`src/rtl/psau_pkg.sv`:
```
/*
 * Shared constants and types for the program space access unit.
 * Assumes a 24-bit wide program memory and a 16-bit core datapath.
 */
package psau_pkg;

  // Program space geometry.
  localparam int unsigned PADDR_W = 24;
  localparam int unsigned PWORD_W = 24;
  localparam int unsigned DATA_W = 16;
  localparam int unsigned PAGE_W = 8;
  localparam int unsigned PC_W = 23;
  localparam int unsigned PSPACE_WORDS = 4194304;
  localparam logic [23:0] USER_TOP = 24'h7ffffe;

  // Field positions.
  localparam int unsigned EA_MSB = 15;
  localparam int unsigned CFG_BIT = 7;
  localparam int unsigned CTRL_VIS_BIT = 0;

  // Register map, byte addresses on the APB.
  localparam int unsigned APB_AW = 8;
  localparam logic [7:0] OFS_TPAGE = 8'h00;
  localparam logic [7:0] OFS_VPAGE = 8'h04;
  localparam logic [7:0] OFS_CTRL = 8'h08;
  localparam logic [7:0] OFS_LADDR = 8'h0c;
  localparam logic [7:0] OFS_LDATA = 8'h10;

  // Reset values.
  localparam logic [7:0] TPAGE_RST = 8'h00;
  localparam logic [7:0] VPAGE_RST = 8'h00;
  localparam logic VIS_RST = 1'b0;

  // Cycles from request taken to answer, with the clock enable high.
  localparam int unsigned RSP_LAT = 3;

  typedef enum logic [2:0] {
    PSAU_OP_FETCH,
    PSAU_OP_DATA_RD,
    PSAU_OP_TRD_LOW,
    PSAU_OP_TRD_HIGH,
    PSAU_OP_TWR_LOW,
    PSAU_OP_TWR_HIGH
  } psau_op_t;

  typedef enum logic [1:0] {
    PSAU_ST_IDLE,
    PSAU_ST_ISSUE,
    PSAU_ST_CAPTURE
  } psau_state_t;

  typedef struct packed {
    psau_op_t op;
    logic byte_mode;
    logic [15:0] ea;
    logic [22:0] pc;
    logic [15:0] wdata;
  } psau_req_t;

  typedef struct packed {
    logic [23:0] addr;
    logic rd;
    logic wr;
    logic [2:0] be;
    logic [23:0] wdata;
  } psau_pm_t;

  typedef struct packed {
    logic [15:0] data;
    logic [23:0] instr;
    logic redirected;
    logic cfg;
  } psau_rsp_t;

endpackage : psau_pkg

```
`src/rtl/psau_top.sv`:
```
/*
 * Program space access unit: forms 24-bit program addresses for fetch,
 * table and visibility-window accesses, and maps program words onto data.
 * Assumes a program memory that samples the request at a clock edge and
 * returns read data during the following cycle, under the same enable.
 */
// The implementer's own choices: the register offsets and the APB register port.
`timescale 1ns/1ps
// Functional notes
// - Program space holds 4M words behind a 24-bit address.
// - Consecutive program words are two address units apart.
// - Non-table accesses stay within 0x000000 to 0x7fffff; fetches stay within 0x7ffffe.
// - Table page bit 7 picks user or configuration space.
// - Address bit 23 is set only by configuration table accesses.
// - Fetch address is zero bit 23, program counter bits 22 to 1, and a zero bit 0.
// - Table address is table page over the full effective address.
// - Window address is zero, visibility page, effective address low 15.
// - Program word is 24 bits: low word space and high byte space.
// - Low table read, word mode, returns program bits 15 to 0.
// - Low table read, byte mode, returns low or high byte by select.
// - High table read, word mode, returns zero-extended bits 23 to 16.
// - High table read, byte mode, select one yields a zero byte.
// - Upper program byte reaches data only through high table operations.
// - Low table operations reach the low word without data mapping.
// - One 16K-word page may be seen in upper data space.
// - Redirect only when effective address bit 15 and visibility enable set.
// - Visibility page is eight bits and supplies address bits 22 to 15.
// - Window redirection is suspended during table reads and writes.
module psau_top (
  input wire logic CLOCK_I,
  input wire logic RESETN_I,
  input wire logic CE_I,
  input wire logic PSEL_I,
  input wire logic PENABLE_I,
  input wire logic PWRITE_I,
  input wire logic [psau_pkg::APB_AW-1:0] PADDR_I,
  input wire logic [31:0] PWDATA_I,
  output logic [31:0] PRDATA_O,
  output logic PREADY_O,
  output logic PSLVERR_O,
  input wire logic REQ_VALID_I,
  input wire psau_pkg::psau_req_t REQ_I,
  output logic REQ_READY_O,
  output logic RSP_VALID_O,
  output psau_pkg::psau_rsp_t RSP_O,
  output psau_pkg::psau_pm_t PM_O,
  input wire logic [psau_pkg::PWORD_W-1:0] PM_RDATA_I
);

  logic [psau_pkg::PAGE_W-1:0] tpage;
  logic [psau_pkg::PAGE_W-1:0] vpage;
  logic vis_en;
  logic [psau_pkg::PADDR_W-1:0] last_addr;
  logic [psau_pkg::DATA_W-1:0] last_data;
  psau_pkg::psau_state_t state;
  psau_pkg::psau_req_t req_q;
  logic redir_q;
  logic req_take;
  logic next_redir;
  psau_pkg::psau_pm_t next_pm;
  psau_pkg::psau_rsp_t next_rsp;
  logic [31:0] rd_mux;
  logic mapped;
  logic read_only;
  logic apb_wr;

  // Register bus. The slave never stretches a transfer except while the
  // enable is low, so that a frozen unit cannot lose a write.
  assign PREADY_O = CE_I;
  assign apb_wr = PSEL_I & PENABLE_I & PWRITE_I & CE_I & mapped & ~read_only;
  assign PSLVERR_O = PSEL_I & PENABLE_I & (~mapped | (PWRITE_I & read_only));

  always_comb begin
    rd_mux = 32'h00000000;
    mapped = 1'b1;
    read_only = 1'b0;
    unique case (PADDR_I)
      psau_pkg::OFS_TPAGE: rd_mux = {24'h000000, tpage};
      psau_pkg::OFS_VPAGE: rd_mux = {24'h000000, vpage};
      psau_pkg::OFS_CTRL: rd_mux = {31'h0, vis_en};
      psau_pkg::OFS_LADDR: begin
        rd_mux = {8'h00, last_addr};
        read_only = 1'b1;
      end
      psau_pkg::OFS_LDATA: begin
        rd_mux = {16'h0000, last_data};
        read_only = 1'b1;
      end
      default: mapped = 1'b0;
    endcase
  end

  // Read data is latched in the setup cycle so that it comes from a flop.
  always_ff @(posedge CLOCK_I or negedge RESETN_I) begin
    if (!RESETN_I) begin
      PRDATA_O <= 32'h00000000;
    end else if (CE_I && PSEL_I && !PENABLE_I) begin
      PRDATA_O <= rd_mux;
    end
  end

  always_ff @(posedge CLOCK_I or negedge RESETN_I) begin
    if (!RESETN_I) begin
      tpage <= psau_pkg::TPAGE_RST;
      vpage <= psau_pkg::VPAGE_RST;
      vis_en <= psau_pkg::VIS_RST;
    end else if (apb_wr) begin
      if (PADDR_I == psau_pkg::OFS_TPAGE) begin
        tpage <= PWDATA_I[7:0];
      end
      if (PADDR_I == psau_pkg::OFS_VPAGE) begin
        vpage <= PWDATA_I[7:0];
      end
      if (PADDR_I == psau_pkg::OFS_CTRL) begin
        vis_en <= PWDATA_I[psau_pkg::CTRL_VIS_BIT];
      end
    end
  end

  // Core request side.
  assign REQ_READY_O = CE_I & (state == psau_pkg::PSAU_ST_IDLE);
  assign req_take = REQ_VALID_I & REQ_READY_O;

  always_comb begin
    next_pm = '0;
    next_redir = REQ_I.ea[psau_pkg::EA_MSB] & vis_en;
    unique case (REQ_I.op)
      psau_pkg::PSAU_OP_FETCH: begin
        next_pm.addr = {1'b0, REQ_I.pc[22:1], 1'b0};
        next_pm.rd = 1'b1;
      end
      psau_pkg::PSAU_OP_DATA_RD: begin
        // Only a plain data read can be redirected; table operations never
        // take this path, which keeps the window off during them.
        next_pm.addr = {1'b0, vpage, REQ_I.ea[14:0]};
        next_pm.rd = next_redir;
      end
      psau_pkg::PSAU_OP_TRD_LOW, psau_pkg::PSAU_OP_TRD_HIGH: begin
        next_pm.addr = {tpage, REQ_I.ea};
        next_pm.rd = 1'b1;
      end
      psau_pkg::PSAU_OP_TWR_LOW: begin
        next_pm.addr = {tpage, REQ_I.ea};
        next_pm.wr = 1'b1;
        if (REQ_I.byte_mode) begin
          next_pm.wdata = {8'h00, REQ_I.wdata[7:0], REQ_I.wdata[7:0]};
          next_pm.be = REQ_I.ea[0] ? 3'h2 : 3'h1;
        end else begin
          next_pm.wdata = {8'h00, REQ_I.wdata};
          next_pm.be = 3'h3;
        end
      end
      psau_pkg::PSAU_OP_TWR_HIGH: begin
        next_pm.addr = {tpage, REQ_I.ea};
        next_pm.wr = 1'b1;
        next_pm.wdata = {REQ_I.wdata[7:0], 16'h0000};
        // The byte above the high byte does not exist, so it writes nothing.
        next_pm.be = (REQ_I.byte_mode && REQ_I.ea[0]) ? 3'h0 : 3'h4;
      end
      default: begin
        next_pm = '0;
      end
    endcase
  end

  always_ff @(posedge CLOCK_I or negedge RESETN_I) begin
    if (!RESETN_I) begin
      state <= psau_pkg::PSAU_ST_IDLE;
    end else if (CE_I) begin
      unique case (state)
        psau_pkg::PSAU_ST_IDLE: begin
          if (req_take) begin
            state <= psau_pkg::PSAU_ST_ISSUE;
          end
        end
        psau_pkg::PSAU_ST_ISSUE: state <= psau_pkg::PSAU_ST_CAPTURE;
        psau_pkg::PSAU_ST_CAPTURE: state <= psau_pkg::PSAU_ST_IDLE;
        default: state <= psau_pkg::PSAU_ST_IDLE;
      endcase
    end
  end

  always_ff @(posedge CLOCK_I or negedge RESETN_I) begin
    if (!RESETN_I) begin
      req_q <= '0;
      redir_q <= 1'b0;
    end else if (CE_I && req_take) begin
      req_q <= REQ_I;
      redir_q <= next_redir & (REQ_I.op == psau_pkg::PSAU_OP_DATA_RD);
    end
  end

  // Strobes last one enabled cycle; the address stays for observation.
  always_ff @(posedge CLOCK_I or negedge RESETN_I) begin
    if (!RESETN_I) begin
      PM_O <= '0;
    end else if (CE_I) begin
      if (req_take) begin
        PM_O <= next_pm;
      end else begin
        PM_O.rd <= 1'b0;
        PM_O.wr <= 1'b0;
        PM_O.be <= 3'h0;
      end
    end
  end

  // Word-to-data mapping of the fetched 24-bit program word.
  always_comb begin
    next_rsp = '0;
    next_rsp.cfg = PM_O.addr[psau_pkg::PADDR_W-1];
    unique case (req_q.op)
      psau_pkg::PSAU_OP_FETCH: next_rsp.instr = PM_RDATA_I;
      psau_pkg::PSAU_OP_DATA_RD: begin
        next_rsp.redirected = redir_q;
        if (redir_q) begin
          next_rsp.data = PM_RDATA_I[15:0];
        end
      end
      psau_pkg::PSAU_OP_TRD_LOW: begin
        if (!req_q.byte_mode) begin
          next_rsp.data = PM_RDATA_I[15:0];
        end else if (req_q.ea[0]) begin
          next_rsp.data = {8'h00, PM_RDATA_I[15:8]};
        end else begin
          next_rsp.data = {8'h00, PM_RDATA_I[7:0]};
        end
      end
      psau_pkg::PSAU_OP_TRD_HIGH: begin
        if (req_q.byte_mode && req_q.ea[0]) begin
          next_rsp.data = 16'h0000;
        end else begin
          next_rsp.data = {8'h00, PM_RDATA_I[23:16]};
        end
      end
      default: next_rsp.data = 16'h0000;
    endcase
  end

  always_ff @(posedge CLOCK_I or negedge RESETN_I) begin
    if (!RESETN_I) begin
      RSP_VALID_O <= 1'b0;
      RSP_O <= '0;
    end else if (CE_I) begin
      RSP_VALID_O <= (state == psau_pkg::PSAU_ST_CAPTURE);
      if (state == psau_pkg::PSAU_ST_CAPTURE) begin
        RSP_O <= next_rsp;
      end
    end
  end

  always_ff @(posedge CLOCK_I or negedge RESETN_I) begin
    if (!RESETN_I) begin
      last_addr <= 24'h000000;
      last_data <= 16'h0000;
    end else if (CE_I && state == psau_pkg::PSAU_ST_CAPTURE) begin
      last_addr <= PM_O.addr;
      last_data <= next_rsp.data;
    end
  end

  logic pm_act;
  assign pm_act = PM_O.rd | PM_O.wr;
endmodule : psau_top

```
`config.mk`:
```
export PLATFORM = sky130hd
export DESIGN_NAME = psau_top
export DESIGN_NICKNAME = d
export VERILOG_FILES = /design/src/rtl/psau_pkg.sv /design/src/rtl/psau_top.sv
export SDC_FILE = /design/constraint.sdc
export NUM_CORES = 1
export LEC_CHECK = 0
export ABC_CLOCK_PERIOD_IN_PS = 2100
export BUFFER_PORTS_ARGS = -buffer_cell sky130_fd_sc_hd__clkbuf_2
export CAP_MARGIN = 30
export CORE_MARGIN = 1.5
export CORE_UTILIZATION = 30
export DETAILED_ROUTE_END_ITERATION = 6
export PLACE_DENSITY_LB_ADDON = 0.12
export SLEW_MARGIN = 20
export SYNTH_ARGS = -nofsm -noshare
export SYNTH_HDL_FRONTEND = slang
export SYNTH_SLANG_ARGS = --single-unit
```
`constraint.sdc`:
```
create_clock -name CLOCK_I -period 2.1 [get_ports CLOCK_I]
set_input_delay 0.105 -clock CLOCK_I [delete_from_list [all_inputs] [get_ports CLOCK_I]]
set_output_delay 0.105 -clock CLOCK_I [all_outputs]
set_load 0.01 [all_outputs]
```
==> results of run 1 <==
[flip-flops by register name (all words and copies together), names as in the netlist]
name / flops
PM_O: 53
RSP_O: 26
PRDATA_O: 24
last_addr: 23
last_data: 16
tpage: 8
vpage: 8
req_q: 5
state: 2
RSP_VALID_O: 1
redir_q: 1
vis_en: 1
[layout make-up]
class | instances | area [um^2] | share of cell area [%]
tap | 324 | 405 | 3.90
timing repair buffer | 331 | 2150 | 20.7
sequential | 168 | 4200 | 40.5
multi-input combinational | 425 | 2960 | 28.5
inverter | 8 | 30.0 | 0.289
clock inverter | 15 | 206 | 1.99
clock buffer | 17 | 425 | 4.09
antenna | 1 | 2.50 | 0.0241
[repair_timing]
action | in CTS | in global routing
endpoints found under the setup margin | 0 | 1
hold buffers | 77 | 0
resized for setup | 0 | 1
endpoints found under the hold margin | 128 | 0
[through the flow]
step                      total power [uW]  std cells  setup WS, ns  util, %  hold slack (ns)
after floorplan                       5270        655         0.486        -           -0.191
after global placement                6280       1179         0.279     37.0           0.0608
after detailed placement              6300       1179         0.278     37.0           0.0598
after CTS                             9800       1288        0.0724     42.8         0.000190
after global routing                 10200       1288        0.0234     42.8           0.0135
final                                 9680       1289         0.109     42.9           0.0140
[power by group]
group	leakage, uW	internal, uW	switching, uW
logic	0.00252	983	1080
registers	0.00227	3790	480
clock network	0.000309	1830	1510
[worst max-delay path, stage by stage, from the launching register on]
cell	delay (ns)
dfrtp_1	0.43
nor3b_4	0.31
nand2_4	0.23
o41ai_1	0.38
dlygate4sd3_1	0.59
[cells in the mapped netlist, drive strengths merged, types with 7 or more instances]
cell type | count | share of area [%]
dfrtp | 168 | 57
nand2 | 99 | 5.0
o21ai | 66 | 4.5
mux2 | 61 | 9.3
a22o | 42 | 5.0
clkbuf | 37 | 1.9
a22oi | 30 | 3.0
buf | 17 | 1.5
mux2i | 17 | 2.3
and2 | 9 | 0.76
nand3 | 9 | 0.61
nor2 | 9 | 0.49
o22ai | 9 | 0.76
o31ai | 9 | 0.91
a32oi | 8 | 0.95
inv | 8 | 0.41
o2bb2ai | 8 | 0.95
a221o | 7 | 0.95
[path summary, 6_finish.rpt]
| path | startpoint | end | slack [ns] |
|---|---|---|---|
| max | state[0] | redir_q | 0.11 |
| min | REQ_I[13] | PM_O[13] | 0.01 |
| max reg2reg | state[0] | redir_q | 0.11 |
| min reg2reg | PRDATA_O[9] | PRDATA_O[9] | 0.48 |
| max in group asynchronous | RESETN_I | PM_O[51] | 1.15 |
| min in group asynchronous | RESETN_I | PRDATA_O[11] | 0.16 |
[kinds of logic after synthesis]
kind of cell	after synthesis	share of synthesized area [%]
compound gates	188	17.9
buf+inv	62	3.79
mux	78	11.6
flops	168	56.9
other cells	1	0.0507
simple gates	151	9.80
[layer usage]
metal  part of all wire (%)  routed length (um)  global-route usage, %  vias to the layer above
met5                  0.054                  13                      0                        -
met1                     47               11200                   26.2                     2976
met4                   0.79                 189                   4.16                        2
met2                     47               11200                   30.7                      197
li1                       -                   -                      -                     2966
met3                    5.3                1280                   5.04                       16
==> results_dict.tcl, run 1 <==
set metrics [dict create \
    run_status "completed" \
    vias_per_cell 4.78 \
    hold_viol 0 \
    grt_pass1_wl_um 37900 \
    reg2regPathDepth 4 \
    netlist_area_um2 7390 \
    drtAntennaViolNets 0 \
    endpoint_kind "flip-flop" \
    synth_edf_count 0 \
    synth_seq_cells 168 \
    synth_top_flop_cell "dfrtp_1" \
    path_max_fanout 23 \
    drc_errors 0 \
    overflow 0 \
    die_h_um 160 \
    rows 57 \
    wl_per_cell_um 18.6 \
    cap_violations 0 \
    slew_headroom_pct 39.2 \
    timing.final.crit_period_ns 1.99 \
    gp_congestion 0.763 \
    antenna_found_initial 2 \
    worst_slew_pin_slew_ns 0.909 \
    power.density_cell_area_nw_per_um2 932 \
    wl_um 23900 \
    track_usage_pct 19.2 \
    grt_max_degree 70 \
    peakVddDrop_uv 509 \
    async_flop_share_pct 100 \
    syn_inst 648 \
    clkTransAtPathRegs_ns 0.07 \
    fillers 2389 \
    yosys_warnings 0 \
    root_buffer "clkbuf_16" \
    core_um2 24200 \
    final_cell_mix "clkbuf_2 (226), dfrtp_1 (168), nand2_1 (98)" \
    insertion_delay_ns 0.43 \
    clock_path_buffers 2 \
    startpoint_type "flip-flop" \
    hold_depth 3 \
    floorplan.initialDensity_pct 30.5 \
    post_cts_buffers 0 \
    drt-initial-drc-count 379 \
    ys_seq_area_share_pct 56.9 \
    fin_setup_tns_ns 0 \
    drv_slew 0 \
    ys_types 45 \
    skew_ns 0.00967 \
    fmax_ghz 0.502 \
    syn2layout_area_growth_pct 40.5 \
    rsz0062_at_grt "false" \
    die_area_um2 25600 \
    vias 6157 \
    leakagePower_uw 0.00511 \
    fin_crit_sh_pct 94.8 \
    die_w_um 160 \
    cts_tree "built" \
    io_pins 261 \
    crit_type "reg2reg" \
    final_cell_area_um2 10400 \
    htree_num_levels 4 \
    grt_pass1_vias 6413 \
    cts.sinks 168 \
    dpl_cell_area_um2 8980 \
    arrival_ns 2.36 \
    cp.required_ns 2.47 \
    dpl.hpwl_um 17000 \
    io_buffers 227 \
    setup_viol 0 \
    numCtsBuffers 17 \
    fin_nets 1081 \
    avgSynthCellArea_um2 11.4 \
    final_common_cell "clkbuf_2" \
    firstDrtPassIters 4 \
    drive_gt1_share_pct 37.2 \
    min-delay-path-class "in2reg" \
]
No activity file was read; power rests on OpenSTA's default activity.
==> inputs of run 2 (changes only) <==
CELL_PAD_IN_SITES_DETAIL_PLACEMENT = 0   (was unset)
CELL_PAD_IN_SITES_GLOBAL_PLACEMENT = 1   (was unset)
==> results_dict.tcl, run 2 (synthesis results as in run 1) <==
set metrics [dict create \
    run_status "completed" \
    diodes 0 \
    io_buffers 227 \
    die_w_um 160 \
    cp.required_ns 2.45 \
    reg_top3 "PM_O x53, RSP_O x26, PRDATA_O x24" \
    grt_pass1_vias 6379 \
    wl_met2_um 11700 \
    setup_viol 0 \
    fillers 2363 \
    htree_num_levels 4 \
    drive_gt1_share_pct 37.5 \
    hold_viol 0 \
    multi_input_area_um2 2970 \
    peakVddDrop_uv 559 \
    crit_end "redir_q" \
    wl_um 24000 \
    endpoint_kind "flip-flop" \
    floorplan.initialDensity_pct 30.5 \
    drc_errors 0 \
    vias_per_cell 4.88 \
    top_register "PM_O" \
    drtAntennaViolNets 0 \
    power.density_cell_area_nw_per_um2 925 \
    final_common_cell "clkbuf_2" \
    skew_ns 0.0124 \
    drt-initial-drc-count 355 \
    crit_type "reg2reg" \
    root_buffer "clkbuf_16" \
    die_area_um2 25600 \
    core_um2 24200 \
    arrival_ns 2.32 \
    firstDrtPassIters 5 \
    rsz0062_at_grt "false" \
    grt_pass1_wl_um 37100 \
    largest_register_ffs 53 \
    r2r_slack_ns 0.13 \
    post-place-ws_ns 0.128 \
    io_pins 261 \
    cap_violations 0 \
    rows 57 \
    fin_nets 1077 \
    overflow 0 \
    gp_congestion 0.776 \
    seq_area_um2 4200 \
    insertion_delay_ns 0.42 \
    cts.sinks 168 \
    wl_met3_um 1210 \
    crit_chain "nor3b_4 -> nand2_4 -> o41ai_1 -> dlygate4sd3_1" \
    leakagePower_uw 0.00507 \
    syn2layout_area_growth_pct 39.4 \
    drv_slew 0 \
    setup.worst_path.start "state[1]" \
    vias 6267 \
    r2r_end "redir_q" \
    clkTransAtPathRegs_ns 0.07 \
    dpl.hpwl_um 17200 \
    numCtsBuffers 17 \
    layout_setup_ws_ns 0.132 \
    cts_tree "built" \
    r2r-start "state[1]" \
    timing.final.crit_period_ns 1.97 \
    path_max_fanout 12 \
    highest_layer "met4" \
    min-delay-path-class "in2reg" \
    startpoint_type "flip-flop" \
    clock_path_buffers 2 \
    fin_crit_sh_pct 93.7 \
    slew_headroom_pct 56.5 \
    reg2regPathDepth 4 \
    worst_slew_pin_slew_ns 0.650 \
    crit_path_top_delay_cell "dlygate4sd3_1" \
    wl_per_cell_um 18.7 \
    max_stage_delay_ns 0.60 \
    final_cell_mix "clkbuf_2 (226), dfrtp_1 (168), nand2_1 (98)" \
    die_h_um 160 \
    fmax_ghz 0.508 \
    fin_setup_tns_ns 0 \
    grt_max_degree 64 \
    antenna_found_initial 0 \
    track_usage_pct 18.8 \
    wl_met1_um 10700 \
]
-- run 2: cell types whose count changed in the layout (fill, tap and decap cells not counted), sizes merged --
| cell | change |
|---|---|
| dlygate4sd3 | -5 |
| clkinvlp | +1 |
| clkbuf | +1 |
| nand2 | +1 |
| diode | -1 |
| clkinv | -2 |
-- run 2: per-stage QoR --
step	total power [uW]	cell area [um^2]	util, %	hold slack [ns]	instances
2_1_floorplan	5270	7420	-	-0.191	655
3_3_place_gp	6240	8950	36.9	0.0906	1174
3_5_place_dp	6290	8960	37.0	0.0934	1176
4_1_cts	9630	10300	42.4	0.00117	1280
5_1_grt	10000	10300	42.5	0.0217	1284
6_report	9540	10300	42.5	0.0111	1284
-- run 2: power by group --
group | internal, uW | switching, uW | total (uW)
clock network | 1790 | 1410 | 3200
registers | 3800 | 491 | 4290
logic | 970 | 1080 | 2050
total | 6560 | 2990 | 9540
-- run 2: critical path, delay by kind of cell, from the launching register on --
family | cells | cell delay, ns
AND/OR/NAND/NOR | 2 | 0.50
flip-flops | 1 | 0.42
AO/OA/AOI/OAI | 1 | 0.37
buffers and inverters | 1 | 0.60
-- run 2: what timing repair did --
item                                    CTS  global route
resized for setup                         0             1
buffers inserted                          0             3
endpoints found under the hold margin   135             0
endpoints found under the setup margin    0             1
hold buffers                             72             0
-- run 2: routing by layer --
| metal | global-route usage [%] | vias to the layer above |
|---|---|---|
| met1 | 24.9 | 3121 |
| met2 | 31.3 | 177 |
| met4 | 5.52 | 0 |
| met5 | 0 | - |
| met3 | 3.69 | 22 |
| li1 | - | 2947 |
-- run 2: worst min-delay path by stage --
stage                         start       end  cells after the start
after global placement     RESETN_I  PM_O[40]                      1
after detailed placement   RESETN_I  PM_O[39]                      1
after CTS                 REQ_I[58]  PM_O[28]                      2
after floorplan            RESETN_I   PM_O[0]                      0
after global routing      REQ_I[58]  PM_O[28]                      2
final                     REQ_I[58]  PM_O[28]                      2
-- run 2: area by class of cell --
class | instances | area share [%]
sequential | 168 | 40.8
multi-input combinational | 426 | 28.8
timing repair buffer | 326 | 20.4
clock buffer | 18 | 4.16
tap | 324 | 3.93
clock inverter | 14 | 1.57
inverter | 8 | 0.291
